### src/rtl/gp_defines.svh
// constants for the command driven general ports: command codes, reset values, counts
// assumes inclusion by the receiver and port core design files; definitions only
//
// Function
// - reset makes all four general lines inputs until a direction command or an enable command
// - enable command routes subcode sync and data onto third and fourth lines
// - disable command returns those lines to port use; disabled after reset
// - port read shifts lines 2,3,4,5 out, one per host shift clock fall
// - port read is a one-byte command without data byte
// - direction command takes low four data bits, lsb line 2, one is output
// - output command sets levels of output lines from low four data bits
// - any accepted command aborts track check, jump or motor brake
// - read pin driven only while chip select low, else high impedance
`ifndef GP_DEFINES_SVH
`define GP_DEFINES_SVH

`define GP_CMD_PORT_READ 8'hDD
`define GP_CMD_PORT_DIR 8'hDB
`define GP_CMD_PORT_OUT 8'hDC
`define GP_CMD_SUB_ON 8'hF6
`define GP_CMD_SUB_OFF 8'hF7

`define GP_DIR_RESET 4'h0
`define GP_LEVEL_RESET 4'h0
`define GP_SUB_RESET 1'b0
`define GP_SYNC_IDX 2
`define GP_DATA_IDX 3
`define GP_READ_BITS 3'h4
`define GP_BYTE_LAST 3'h7

`endif

### src/rtl/gp_pkg.sv
// types shared by the command receiver and the general port core
// assumes gp_defines.svh is compiled alongside
package gp_pkg;

    typedef enum logic {READ_IDLE, READ_SHIFT} read_mode_t;

    // receiver state; fields 1 and 2 form the pin synchronisers
    typedef struct packed {
        logic [2:0] sync1;
        logic [2:0] sync2;
        logic prev_clk;
        logic prev_latch;
        logic [7:0] shreg;
        logic [2:0] bitcnt;
        logic [7:0] cur_byte;
        logic [7:0] prev_byte;
        logic [1:0] nbytes;
        logic cmd_valid;
        logic data_valid;
        logic [7:0] cmd_byte;
        logic [7:0] data_byte;
        logic shift_fall;
    } rx_state_t;

    typedef struct packed {
        logic [3:0] gin1;
        logic [3:0] gin2;
        logic cs1;
        logic cs2;
        logic [3:0] dir;
        logic [3:0] level;
        logic sub_on;
        read_mode_t rd_mode;
        logic [3:0] rd_sh;
        logic [2:0] rd_cnt;
        logic [3:0] line_out;
        logic [3:0] line_oe_b;
        logic sro;
        logic sro_oe_b;
        logic abort;
    } port_state_t;

endpackage

### src/rtl/cmd_link_if.sv
// carries decoded commands and shift clock events from the receiver to the port core
// assumes both ends run on core_clk
`timescale 1ns/1ps
`default_nettype none
interface cmd_link_if;
    logic cmd_valid;
    logic data_valid;
    logic [7:0] cmd_byte;
    logic [7:0] data_byte;
    logic shift_fall;
    modport rx (output cmd_valid, output data_valid, output cmd_byte, output data_byte, output shift_fall);
    modport core (input cmd_valid, input data_valid, input cmd_byte, input data_byte, input shift_fall);
endinterface
`default_nettype wire

### src/rtl/serial_cmd_rx.sv
// serial command receiver: samples shift clock, latch line and data, assembles bytes
// assumes the three link pins are asynchronous to core_clk and slow against it
`timescale 1ns/1ps
`default_nettype none
`include "gp_defines.svh"
module serial_cmd_rx (
    input wire logic core_clk,
    input wire logic rst_b,
    input wire logic host_shift_clock,
    input wire logic command_latch_line,
    input wire logic serial_command_in,
    cmd_link_if.rx link
);
    gp_pkg::rx_state_t s;
    gp_pkg::rx_state_t next_s;
    logic clk_s, latch_s, din_s;

    assign clk_s = s.sync2[2];
    assign latch_s = s.sync2[1];
    assign din_s = s.sync2[0];

    // byte assembly, lsb first; command taken when the latch line drops
    always_comb begin
        next_s = s;
        next_s.sync1 = {host_shift_clock, command_latch_line, serial_command_in};
        next_s.sync2 = s.sync1;
        next_s.prev_clk = clk_s;
        next_s.prev_latch = latch_s;
        next_s.cmd_valid = 1'b0;
        next_s.data_valid = 1'b0;
        next_s.shift_fall = s.prev_clk && !clk_s;
        if (latch_s && !s.prev_latch) begin
            next_s.bitcnt = 3'h0;
            next_s.nbytes = 2'h0;
        end else if (latch_s && clk_s && !s.prev_clk) begin
            next_s.shreg = {din_s, s.shreg[7:1]};
            next_s.bitcnt = s.bitcnt + 3'h1;
            if (s.bitcnt == `GP_BYTE_LAST) begin
                next_s.prev_byte = s.cur_byte;
                next_s.cur_byte = {din_s, s.shreg[7:1]};
                next_s.nbytes = (s.nbytes == 2'h2) ? 2'h2 : s.nbytes + 2'h1;
            end
        end else if (!latch_s && s.prev_latch && s.nbytes != 2'h0) begin
            // a lone byte is a one-byte command; a partial byte is dropped
            next_s.cmd_valid = 1'b1;
            next_s.cmd_byte = s.cur_byte;
            next_s.data_valid = (s.nbytes == 2'h2);
            next_s.data_byte = s.prev_byte;
            next_s.nbytes = 2'h0;
            next_s.bitcnt = 3'h0;
        end
    end

    always_ff @(posedge core_clk) begin
        if (!rst_b) begin
            s <= '0;
            s.sync1[2] <= 1'b1; // shift clock idles high, so no false edge follows reset
            s.sync2[2] <= 1'b1;
            s.prev_clk <= 1'b1;
        end else begin
            s <= next_s;
        end
    end

    assign link.cmd_valid = s.cmd_valid;
    assign link.data_valid = s.data_valid;
    assign link.cmd_byte = s.cmd_byte;
    assign link.data_byte = s.data_byte;
    assign link.shift_fall = s.shift_fall;
endmodule
`default_nettype wire

### src/rtl/command_driven_general_ports.sv
// four general purpose lines set and read by serial commands, two shared with subcode outputs
// assumes host pins are asynchronous; subcode inputs come from logic on core_clk
// each pad gets a level and an active low enable; the pad ring resolves the line
`timescale 1ns/1ps
`default_nettype none
`include "gp_defines.svh"
module command_driven_general_ports #(
    parameter int N_LINES = 4
) (
    input wire logic core_clk,
    input wire logic rst_b,
    input wire logic host_shift_clock,
    input wire logic command_latch_line,
    input wire logic serial_command_in,
    input wire logic chip_select_b,
    input wire logic two_byte_latch_condition,
    input wire logic [3:0] general_line_in,
    input wire logic subcode_frame_sync_out,
    input wire logic subcode_data_out,
    output logic [3:0] general_line_out,
    output logic [3:0] general_line_oe_b,
    output logic serial_read_out,
    output logic serial_read_oe_b,
    output logic subcode_route_enabled,
    output logic command_abort
);
    if (N_LINES != 4) begin : g_check
        $error("only four general lines are supported");
    end

    cmd_link_if link ();
    gp_pkg::port_state_t s;
    gp_pkg::port_state_t next_s;

    serial_cmd_rx u_rx (
        .core_clk(core_clk),
        .rst_b(rst_b),
        .host_shift_clock(host_shift_clock),
        .command_latch_line(command_latch_line),
        .serial_command_in(serial_command_in),
        .link(link.rx)
    );

    // line drive: subcode signals take over the shared lines when routed
    function automatic logic [3:0] line_drive(input logic [3:0] level, input logic sub_on,
                                              input logic sync_v, input logic data_v);
        logic [3:0] v;
        v = level;
        if (sub_on) begin
            v[`GP_SYNC_IDX] = sync_v;
            v[`GP_DATA_IDX] = data_v;
        end
        return v;
    endfunction

    // command decode, read shifter and output staging
    always_comb begin
        next_s = s;
        next_s.gin1 = general_line_in;
        next_s.gin2 = s.gin1;
        next_s.cs1 = chip_select_b;
        next_s.cs2 = s.cs1;
        next_s.abort = 1'b0;
        if (link.cmd_valid) begin
            next_s.abort = 1'b1;
            case (link.cmd_byte)
                `GP_CMD_PORT_READ: begin
                    next_s.rd_mode = gp_pkg::READ_SHIFT;
                    next_s.rd_sh = s.gin2;
                    next_s.rd_cnt = `GP_READ_BITS;
                end
                `GP_CMD_PORT_DIR: begin
                    if (link.data_valid && two_byte_latch_condition) begin
                        next_s.dir = link.data_byte[3:0];
                    end
                end
                `GP_CMD_PORT_OUT: begin
                    if (link.data_valid && two_byte_latch_condition) begin
                        next_s.level = link.data_byte[3:0];
                    end
                end
                `GP_CMD_SUB_ON: next_s.sub_on = 1'b1;
                `GP_CMD_SUB_OFF: next_s.sub_on = 1'b0;
                default: next_s.rd_mode = s.rd_mode;
            endcase
        end else if (s.rd_mode == gp_pkg::READ_SHIFT && link.shift_fall && !s.cs2) begin
            // falling shift clock edges one to three present the next line; the fourth ends the read
            if (s.rd_cnt == 3'h1) begin
                next_s.rd_mode = gp_pkg::READ_IDLE;
            end else begin
                next_s.rd_sh = {1'b0, s.rd_sh[3:1]};
                next_s.rd_cnt = s.rd_cnt - 3'h1;
            end
        end
        // outputs staged from next values, the read pin enable from the current cs2, so every port leaves a flip-flop
        next_s.line_out = line_drive(next_s.level, next_s.sub_on, subcode_frame_sync_out, subcode_data_out);
        next_s.line_oe_b = ~(next_s.dir | (next_s.sub_on ? 4'hC : 4'h0));
        next_s.sro = (next_s.rd_mode == gp_pkg::READ_SHIFT) ? next_s.rd_sh[0] : 1'b0;
        next_s.sro_oe_b = s.cs2;
    end

    always_ff @(posedge core_clk) begin
        if (!rst_b) begin
            s <= '0;
            s.dir <= `GP_DIR_RESET;
            s.level <= `GP_LEVEL_RESET;
            s.sub_on <= `GP_SUB_RESET;
            s.rd_mode <= gp_pkg::READ_IDLE;
            s.line_oe_b <= 4'hF;
            s.sro_oe_b <= 1'b1;
            s.cs1 <= 1'b1; // deselected, so the read pin stays released after reset
            s.cs2 <= 1'b1;
        end else begin
            s <= next_s;
        end
    end

    assign general_line_out = s.line_out;
    assign general_line_oe_b = s.line_oe_b;
    assign serial_read_out = s.sro;
    assign serial_read_oe_b = s.sro_oe_b;
    assign subcode_route_enabled = s.sub_on;
    assign command_abort = s.abort;
endmodule
`default_nettype wire

### config.mk
export PLATFORM = sky130hd
export DESIGN_NAME = command_driven_general_ports
export DESIGN_NICKNAME = d
export VERILOG_FILES = /design/src/rtl/gp_pkg.sv /design/src/rtl/cmd_link_if.sv /design/src/rtl/serial_cmd_rx.sv /design/src/rtl/command_driven_general_ports.sv
export VERILOG_INCLUDE_DIRS = /design/src /design/src/rtl
export SDC_FILE = /design/constraint.sdc
export NUM_CORES = 1
export LEC_CHECK = 0
export BUFFER_PORTS_ARGS = -buffer_cell sky130_fd_sc_hd__buf_4
export CAP_MARGIN = 20
export CORE_AREA = 2 2 79 81
export DETAILED_ROUTE_END_ITERATION = 10
export DIE_AREA = 0 0 81 83
export PLACE_DENSITY_LB_ADDON = 0.05
export SYNTH_ARGS = -nofsm -noshare
export SYNTH_HDL_FRONTEND = slang
export SYNTH_SLANG_ARGS = --single-unit
### constraint.sdc
create_clock -name core_clk -period 3.82 [get_ports core_clk]
set_clock_uncertainty 0.1 [all_clocks]
set_input_delay 0.191 -clock core_clk [delete_from_list [all_inputs] [get_ports core_clk]]
set_output_delay 0.191 -clock core_clk [all_outputs]
set_load 0.02 [all_outputs]
=== Word-level counts from Yosys, hierarchy flattened ===
Index checks and enable logic that the tools add are counted.

* Register bits after elaboration: 94
* Input port bits: 13
* Output and inout bits: 12

* Equality and inequality tests: 11
* Reductions and logical operators: 26
* Mux-type cells: 21
* Bitwise operators: 6
* $add $sub $neg: 3

{| class="wikitable"
|+ Operator list
! operator !! count
|-
| == test 8 bit, second input constant || 5
|-
| 2-to-1 mux 20 bit || 1
|-
| 2-to-1 mux 4 bit || 5
|-
| 2-to-1 mux 8 bit || 2
|-
| 2-to-1 mux 7 bit || 2
|-
| logical AND 1 bit || 9
|-
| 2-to-1 mux 9 bit || 1
|-
| AND reduction 3 bit || 3
|-
| 2-to-1 mux 2 bit || 4
|-
| 2-to-1 mux 3 bit || 2
|-
| AND reduction 2 bit || 3
|-
| nonzero test 2 bit || 3
|-
| zero test 1 bit || 5
|-
| != test 2 bit, second input constant || 2
|-
| NOT 1 bit || 4
|-
| NOT 4 bit || 1
|-
| OR 4 bit || 1
|-
| OR reduction 4 bit || 1
|-
| adder 3 x 1 -> 3 bit, second input constant || 1
|-
| == test 3 x 1 -> 1 bit, second input constant || 1
|-
| == test 3 bit, second input constant || 1
|-
| 2-to-1 mux 1 bit || 3
|-
| OR reduction 3 bit || 1
|-
| subtractor 3 x 1 -> 3 bit, second input constant || 1
|-
| other kinds (5) || 5
|}

=== Longest topological paths before layout ===
Gate-level depths: netlist of run 1.

* Word-level depth: 7
* Depth in mapped cells: 7
* Gate-level depth less buffers: 6

=== Cells and area by module ===
Synthesis of run 1 repeated with hierarchy kept, for this count alone.

* Cells, all modules: 379
* Area total of the unflattened synthesis: 3,664.8 um2

{| class="wikitable"
|+ By module, submodules not included
! module !! sequential area each (um2) !! times used !! area an instance (um2) !! cells an instance
|-
| serial_cmd_rx || 1,101.1 || 1 || 2,214.6 || 236
|-
| command_driven_general_ports || 720.7 || 1 || 1,450.1 || 143
|}

=== Least setup slack after synthesis of run 1 ===
OpenSTA, ideal clock, no wires.

* Kind: flip-flop to flip-flop
* From: register u_rx.s, in the netlist u_rx.link.cmd_byte[4]
* To: register s[27] (netlist bit)
* Slack: 2.244 ns
* Buffers on the path: 0
* Clock period less this slack: 1.576 ns
* Data arrival time: 1.361 ns
* Data required time: 3.605 ns
* Stages on the path, launching flop included: 5
* Cell sequence: dfxtp_1 nand3_4 nor4_4 mux2_2 and2_1

* Cells in the longest elaborated chain, start to end: 3

{| class="wikitable"
|+ RTL lines
! element !! RTL line !! text
|-
| start: declaration || serial_cmd_rx.sv:14 || <nowiki>gp_pkg::rx_state_t s;</nowiki>
|-
| start signal: assignment || serial_cmd_rx.sv:61 || <nowiki>s <= next_s;</nowiki>
|-
| == test 8 bit || command_driven_general_ports.sv:66 || <nowiki>case (link.cmd_byte)</nowiki>
|-
| 2-to-1 mux 4 bit || command_driven_general_ports.sv:66 ||
|-
| 2-to-1 mux 9 bit || command_driven_general_ports.sv:64 || <nowiki>if (link.cmd_valid) begin</nowiki>
|-
| end signal: assignment || command_driven_general_ports.sv:114 || <nowiki>s <= next_s;</nowiki>
|-
| end: declaration || command_driven_general_ports.sv:32 || <nowiki>gp_pkg::port_state_t s;</nowiki>
|}

Every way passes these cells.
A chain may end at the register's enable or synchronous reset.

=== Worst setup path in the final report of run 1 ===
* From: register u_rx.s, in the netlist u_rx.latch_s
* To: register u_rx.s[36] (netlist bit)

* Cells in the longest elaborated chain, start to end: 3
* Elaborated cells between the ends (all ways): 5
* Those cells by class: 1 x bitwise; 4 x reduce/logical

{| class="wikitable"
|+ RTL lines
! element !! RTL line
|-
| logical AND 1 bit (on tied branches) || serial_cmd_rx.sv:35, serial_cmd_rx.sv:32
|-
| logical AND 1 bit / NOT 1 bit (equally long branches) || --
|-
| AND reduction 3 bit (no source line) (*) || --
|}

Mark *: on every way between the ends. The rest lies on a longest branch, timed or not.

==> results of run 1 <==
[flip-flops by register name, summed over array words and instances, names as in the netlist, 2 cells and up]
name / count
general_line_out: 2
u_rx.s: 26
u_rx.next_s: 3
s: 20
general_line_oe_b: 4
next_s: 6
u_rx.link.cmd_byte: 8
u_rx.link.data_byte: 4
[per-stage QoR]
step | setup WS, ns | cells | hold WS, ns | utilization | area, um^2
CTS | 1.83 | 430 | 0.0362 | 0.612 | 3560
finish | 1.91 | 431 | 0.0511 | 0.617 | 3590
floorplan | 2.24 | 330 | 0.192 | - | 3100
global placement | 1.88 | 406 | 0.274 | 0.559 | 3250
detailed placement | 1.87 | 406 | 0.277 | 0.559 | 3250
global route | 1.68 | 431 | 0.0639 | 0.617 | 3590
[logic make-up (layout without fill, tap and decap cells)]
family	after synthesis	count (layout)	share of synthesized area
buffers and inverters	33	59	0.0525
AO/OA/AOI/OAI	55	55	0.105
multiplexers	9	9	0.0299
AND/OR/NAND/NOR	142	142	0.245
adder cells (fa/ha/maj)	7	7	0.0283
XOR/XNOR	1	1	0.00283
flip-flops	83	83	0.537
[how the worst max path moves through the flow]
stage | slack, ns | end
finish | 1.91 | u_rx.s[36]
global route | 1.68 | u_rx.s[31]
CTS | 1.83 | u_rx.s[36]
detailed placement | 1.87 | u_rx.s[35]
global placement | 1.88 | u_rx.s[22]
floorplan | 2.24 | s[27]
[report_power, final]
group	leakage, nW	switching [mW]	internal [mW]
sequential	0.672	0.00303	0.873
clock	0.108	0.316	0.386
combinational	0.562	0.0194	0.0221
[synth_stat cells, types with 3 or more instances]
cell      instances
buf_1             3
nor2_1           16
o21ai_0           3
ha_1              7
mux2i_1           7
a21oi_1          40
buf_4             8
nand2b_1         10
clkbuf_1         12
inv_1             8
a22oi_1           4
dfxtp_1          83
nand2_1          59
and2_1           15
o21a_1            3
nand3_1          21
[worst min-delay path, delay by kind of cell]
family | cells | cell delay, ns
AOI/OAI and AO/OA | 2 | 0.15
buffers and inverters | 1 | 0.11
[per-layer routing]
metal	up-vias	global-route usage
li1	1139	-
met1	1001	0.226
met2	35	0.279
met3	10	0.0533
met4	0	0.0878
met5	-	0
[repair_timing]
| action | in CTS | in global routing |
|---|---|---|
| hold endpoints to repair | 8 | 0 |
| hold buffers | 8 | 0 |
| buffers inserted | 0 | 0 |
[layout make-up]
class,instances,area [um^2]
clock inverter,6,88.8
clock buffer,10,138
multi-input combinational,214,1270
inverter,8,30.0
fill,539,2230
timing repair buffer,35,303
tap,75,93.8
sequential,83,1660
==> flow_metrics.tcl, run 1 <==
set metrics [dict create \
    status "finished, final reports clean" \
    vias 2185 \
    drtPass1Iterations 4 \
    die-height_um 83 \
    synthDistinctLibCells 40 \
    final_layout_size_suffix_gt1_frac 0.154 \
    fmax_ghz 0.522 \
    final_common_cell "dfxtp_1" \
    syn_to_final_growth_pct 15.8 \
    end_kind "flop" \
    cp_slowest_cell "and4b_1" \
    period_minus_slack_ns 1.91 \
    hold_end "general_line_out[3]" \
    crit_family "simple AND/OR/NAND/NOR gates" \
    routed_via_density 5.07 \
    globalRoute.totalOverflow 0 \
    final.setup.tns_ns 0 \
    netlist_top_cells_area "dfxtp_1 54%, nand2_1 7.2%, a21oi_1 6.5%, nand3_1 3.4%, and2_1 3.0%" \
    n_antenna_cell 0 \
    holdPathStages 3 \
    critical_path_class "flop to flop" \
    ctsResizeCount 0 \
    finalSetupViolCount 0 \
    p_leak_nw 1.34 \
    place_congestion 0.739 \
    start_util 0.532 \
    path_cells "and4b_1, nand2_1, nand2_1, a21oi_1" \
    synth_nets 350 \
    cp_num_cells 4 \
    clkTransAtPathRegs_ns 0.09 \
    clock_latency_ns 0.36 \
    setup.worst_path.start "u_rx.latch_s" \
    timing.rr.end "u_rx.s[36]" \
    die_w_um 81 \
    slowest_delay_ns 0.64 \
    synth_edf_count 0 \
    cp_num_buf_inv 0 \
    hold_class "primary input to flop" \
    antenna_found_initial 0 \
    first_global_vias 2081 \
    top_layer "met4" \
    tightest_slew_ns 0.643 \
    ys_warn_count 0 \
    grt_max_degree 35 \
    hp-start "subcode_data_out" \
    ys_ff_latch 83 \
    reg2reg_depth 4 \
    power_mw 1.62 \
    synthesis.area_um2 3100 \
    wl_per_cell_um 12.6 \
    reg2reg_from "u_rx.latch_s" \
    crit_fanout 20 \
    dr_wl_met3_um 198 \
    num_rows 28 \
    r2r_slack_ns 1.91 \
    io_buffers 24 \
    clock-sinks 83 \
    grt_use_total 0.180 \
    clock_path_buffers 2 \
    cp-start-kind "flop" \
    crit_top_cell "nand2_1" \
    p_per_area_nw_per_um2 452 \
    syn-mean-instance-area_um2 9.38 \
    post-dp-hpwl_mm 3.55 \
    ir_drop_mv 0.287 \
    arrival_ns 2.06 \
    required_ns 3.96 \
    synthFlopType "dfxtp_1" \
    final_max_slew_viol_count 0 \
    cts_buffers 9 \
    synth_top_area_frac 0.537 \
    yosysTopAreaCell "dfxtp_1" \
    num-nets-final 371 \
    timing.final.crit_share 0.501 \
    rsz0062_at_grt "false" \
    hold_violations 0 \
    ys_async_sr_fraction 0 \
    slew_headroom 0.571 \
    drt-initial-drc-count 103 \
    met2_length_mm 2.46 \
    core_area_um2 5820 \
    route.detailed.drc 0 \
    yosysSeqAreaShare 0.537 \
    synth_cells 330 \
    cts_tree "yes" \
    ioPinCount 25 \
    ctsRootBufferMaster "clkbuf_8" \
    cts.htree.levels 3 \
    routed_wl_mm 5.42 \
    grt_pass1_wl_mm 9.38 \
    max_cap_violations 0 \
    layout_common_cells "83 x dfxtp_1, 59 x nand2_1, 40 x a21oi_1" \
    wl_met1_mm 2.62 \
    dieArea_um2 6720 \
    postRouteAntennaNets 0 \
]
Power figures use the tool's default switching activity.
==> run 2, diff against run 1 <==
==> constraint.sdc (replaced) <==
create_clock -name core_clk -period 1.97 [get_ports core_clk]
set_clock_uncertainty 0.1 [all_clocks]
set_input_delay 0.0985 -clock core_clk [delete_from_list [all_inputs] [get_ports core_clk]]
set_output_delay 0.0985 -clock core_clk [all_outputs]
set_load 0.02 [all_outputs]
==> run 2 against run 1 <==
Non-clock buffer count up 8. Sequential share of layout area is essentially flat. Register-to-register slack lost 1.6 ns. Critical path type unchanged. Highest routed layer unchanged.
==> flow_metrics.tcl, run 2 (same netlist as run 1, synthesis figures left out) <==
set metrics [dict create \
    status "finished, final reports clean" \
    postCtsSetupRepairBufs 0 \
    holdPathStages 5 \
    p_per_area_nw_per_um2 781 \
    final_layout_size_suffix_gt1_frac 0.157 \
    required_ns 2.16 \
    drt-initial-drc-count 79 \
    timing.final.crit_share 0.869 \
    place_area_um2 3290 \
    grt_pass1_wl_mm 9.47 \
    reg2reg_depth 4 \
    critical_path_class "flop to flop" \
    hold_class "primary input to flop" \
    design_area_um2 3580 \
    io_buffers 24 \
    num-nets-final 379 \
    largest_reg_flops 26 \
    cp-start-kind "flop" \
    layout_common_cells "83 x dfxtp_1, 59 x nand2_1, 40 x a21oi_1" \
    cts.htree.levels 3 \
    filler_cell_count 536 \
    slew_headroom 0.585 \
    cts.hold.buffers_added 13 \
    period_minus_slack_ns 1.71 \
    crit_fanout 7 \
    max_cap_violations 0 \
    die_w_um 81 \
    power_mw 2.80 \
    cts_tree "yes" \
    final_max_slew_viol_count 0 \
    post-dp-hpwl_mm 3.66 \
    place_congestion 0.708 \
    clkTransAtPathRegs_ns 0.08 \
    antenna_found_initial 0 \
    dieArea_um2 6720 \
    top_register "u_rx.s" \
    fin_cells 439 \
    end_kind "flop" \
    arrival_ns 1.90 \
    r2r_slack_ns 0.26 \
    cts_buffers 9 \
    drtPass1Iterations 5 \
    ioPinCount 25 \
    final.setup.tns_ns 0 \
    routed_wl_mm 5.49 \
    ir_drop_mv 0.449 \
    clock-sinks 83 \
    first_global_vias 2129 \
    vias 2202 \
    p_leak_nw 1.35 \
    start_util 0.532 \
    globalRoute.totalOverflow 0 \
    reg2reg_from "u_rx.link.cmd_byte[1]" \
    fin_hold_ws_ns 0.198 \
    rsz0062_at_grt "false" \
    clock_path_buffers 2 \
    place_ws_ns 0.250 \
    setup.worst_path.start "u_rx.link.cmd_byte[1]" \
    multi_input_area_um2 1270 \
    syn_to_final_growth_pct 15.8 \
    routed_via_density 5.02 \
    fmax_ghz 0.584 \
    regArea_um2 1660 \
    num_rows 28 \
    grt_max_degree 36 \
    wl_per_cell_um 12.5 \
    finalSetupViolCount 0 \
    timing.final.ws_setup_ns 0.257 \
    route.detailed.drc 0 \
    final_common_cell "dfxtp_1" \
    clock_latency_ns 0.34 \
    grt_use_total 0.180 \
    place_inst 410 \
    n_antenna_cell 0 \
    hp-start "two_byte_latch_condition" \
    ctsRootBufferMaster "clkbuf_8" \
    tightest_slew_ns 0.616 \
    core_area_um2 5820 \
    die-height_um 83 \
    ctsResizeCount 0 \
    postRouteAntennaNets 0 \
    utilization 0.616 \
    hold_violations 0 \
]
run 2: power breakdown:
| part | switching [mW] | internal [mW] | total (mW) |
|---|---|---|---|
| Sequential | 0.00617 | 1.69 | 1.70 |
| Clock | 0.568 | 0.447 | 1.01 |
| Combinational | 0.0386 | 0.0464 | 0.0849 |
run 2: final cells by class:
type	count	area share
clock inverter	6	0.00908
inverter	8	0.00838
timing repair buffer	43	0.103
tap	75	0.0262
multi-input combinational	214	0.355
sequential	83	0.464
clock buffer	10	0.0356
run 2: routing by layer:
layer  global-route usage  vias to the layer above  share of wire
li1                     -                     1153              -
met1                0.232                     1006           0.48
met2                0.280                       33           0.47
met3               0.0402                       10          0.025
met4               0.0924                        0          0.021
met5                    0                        -              0
run 2: final timing paths:
check                    endpoint
setup / recovery  serial_read_out
hold / removal              s[21]
setup reg to reg  serial_read_out
hold reg to reg        u_rx.clk_s
run 2: worst max-delay path: stages, from the launching register on:
cell      delay, ns
dfxtp_1        0.33
nand3b_2       0.25
or3_1          0.47
a221oi_4       0.34
o21a_1         0.16
==> run 3, diff against run 2 <==
--- a/config.mk
+++ b/config.mk
@@ -11,6 +11,7 @@
 export CORE_AREA = 2 2 79 81
 export DETAILED_ROUTE_END_ITERATION = 10
 export DIE_AREA = 0 0 81 83
+export HOLD_SLACK_MARGIN = 0.03
 export PLACE_DENSITY_LB_ADDON = 0.05
 export SYNTH_ARGS = -nofsm -noshare
 export SYNTH_HDL_FRONTEND = slang
==> constraint.sdc (replaced) <==
create_clock -name core_clk -period 2.2 [get_ports core_clk]
set_clock_uncertainty 0.1 [all_clocks]
set_input_delay 0.11 -clock core_clk [delete_from_list [all_inputs] [get_ports core_clk]]
set_output_delay 0.11 -clock core_clk [all_outputs]
set_load 0.1 [all_outputs]
==> run 3 against run 2 <==
Clock power is 29% higher. Maximum frequency fell by 6.7%. Non-clock buffer count is 3 lower. First-iteration DRC count down 7.6%. Count of clock-buffer cells in the layout increased by 1. Utilization up 1.0 points. Critical path depth up 1. Critical path type unchanged. Power increased by 3.6%. Die area unchanged.
==> flow_metrics.tcl, run 3 (same netlist as run 1, synthesis figures left out) <==
set metrics [dict create \
    clkTransAtPathRegs_ns 0.08 \
    cts.htree.levels 3 \
    p_int_mw 2.34 \
    post-dp-hpwl_mm 3.41 \
    clock-sinks 83 \
    antenna_found_initial 0 \
    routed_via_density 4.98 \
    largest_reg_flops 26 \
    wl_per_cell_um 12.1 \
    final.setup.tns_ns 0 \
    final_common_cell "dfxtp_1" \
    tightest_slew_ns 0.620 \
    top_register "u_rx.s" \
    drt-initial-drc-count 73 \
    layout_common_cells "83 x dfxtp_1, 59 x nand2_1, 40 x a21oi_1" \
    design_area_um2 3640 \
    fmax_ghz 0.545 \
    p_leak_nw 1.37 \
    slew_headroom 0.586 \
    crit_fanout 16 \
    clock_latency_ns 0.34 \
    num-nets-final 376 \
    routed_wl_mm 5.25 \
    period_minus_slack_ns 1.84 \
    timing.final.crit_share 0.835 \
    required_ns 2.34 \
    vias 2173 \
    core_area_um2 5820 \
    grt_max_degree 36 \
    cts_tree "yes" \
    n_antenna_cell 0 \
    syn_to_final_growth_pct 17.7 \
    hold_violations 0 \
    drtPass1Iterations 4 \
    holdPathStages 5 \
    final_max_slew_viol_count 0 \
    sw_frac_of_total 0.193 \
    end_kind "flop" \
    finalSetupViolCount 0 \
    fin_cells 436 \
    hold_class "primary input to flop" \
    postRouteAntennaNets 0 \
    reg2reg_depth 5 \
    die_w_um 81 \
    place_inst 407 \
    pwr-share-seq 0.525 \
    first_global_vias 2018 \
    arrival_ns 1.97 \
    start_util 0.532 \
    ioPinCount 25 \
    cts_buffers 9 \
    grt_pass1_wl_mm 9.00 \
    fin_hold_ws_ns 0.204 \
    max_cap_violations 0 \
    cp-start-kind "flop" \
    power_mw 2.90 \
    timing.final.ws_setup_ns 0.364 \
    io_buffers 24 \
    critical_path_class "flop to flop" \
    place_area_um2 3270 \
    ir_drop_mv 0.422 \
    final_layout_size_suffix_gt1_frac 0.150 \
    combPwrFrac 0.027 \
    p_switching_mw 0.560 \
    globalRoute.totalOverflow 0 \
    grt_use_total 0.171 \
    place_ws_ns 0.360 \
    place_congestion 0.703 \
    die-height_um 83 \
    num_rows 28 \
    ctsRootBufferMaster "clkbuf_8" \
    dieArea_um2 6720 \
    power_frac_clock 0.448 \
    utilization 0.627 \
    rsz0062_at_grt "false" \
    clock_path_buffers 2 \
    route.detailed.drc 0 \
    p_per_area_nw_per_um2 796 \
    status "finished, final reports clean" \
]
[run 3: final cells by class]
class	instances	area [um^2]
multi-input cells	214	1270
inverters	8	30.0
fillers	537	2170
clock inverters	5	100
repair buffers	40	345
flip-flops and latches	83	1660
well taps	75	93.8
clock buffers	11	141
[run 3: timing repair]
item | CTS | global route
endpoints found under the hold margin | 18 | 0
buffers inserted | 0 | 0
hold buffers | 13 | 0
gates resized for setup | 0 | 0
[run 3: critical path: stages (launching register included)]
cell	delay, ns
dfxtp_1	0.35
ha_1	0.16
ha_1	0.48
nand2_1	0.39
nand2_1	0.17
a21oi_1	0.08
[run 3: path summary, 6_finish.rpt]
kind                                          startpoint    endpoint  slack, ns
worst max-delay path                          u_rx.s[37]  u_rx.s[30]       0.36
worst min-delay path            two_byte_latch_condition       s[21]       0.20
worst max register to register                u_rx.s[37]  u_rx.s[30]       0.36
worst min register to register                next_s[28]   next_s[1]       0.31
[run 3: layer usage]
metal | vias to the layer above | GRT usage | part of all wire
met5 | - | 0 | 0
met3 | 11 | 0.0359 | 0.031
li1 | 1155 | - | -
met1 | 972 | 0.236 | 0.52
met4 | 0 | 0.0878 | 0.021
met2 | 35 | 0.250 | 0.43
[run 3: power by group through the flow]
stage	Combinational, mW	Clock (mW)	Sequential, mW
global placement	0.0609	0	1.56
floorplan	0.0304	0	1.56
finish	0.0793	1.30	1.52
detailed placement	0.0612	0	1.56
CTS	0.0795	1.32	1.52
global route	0.0876	1.39	1.52
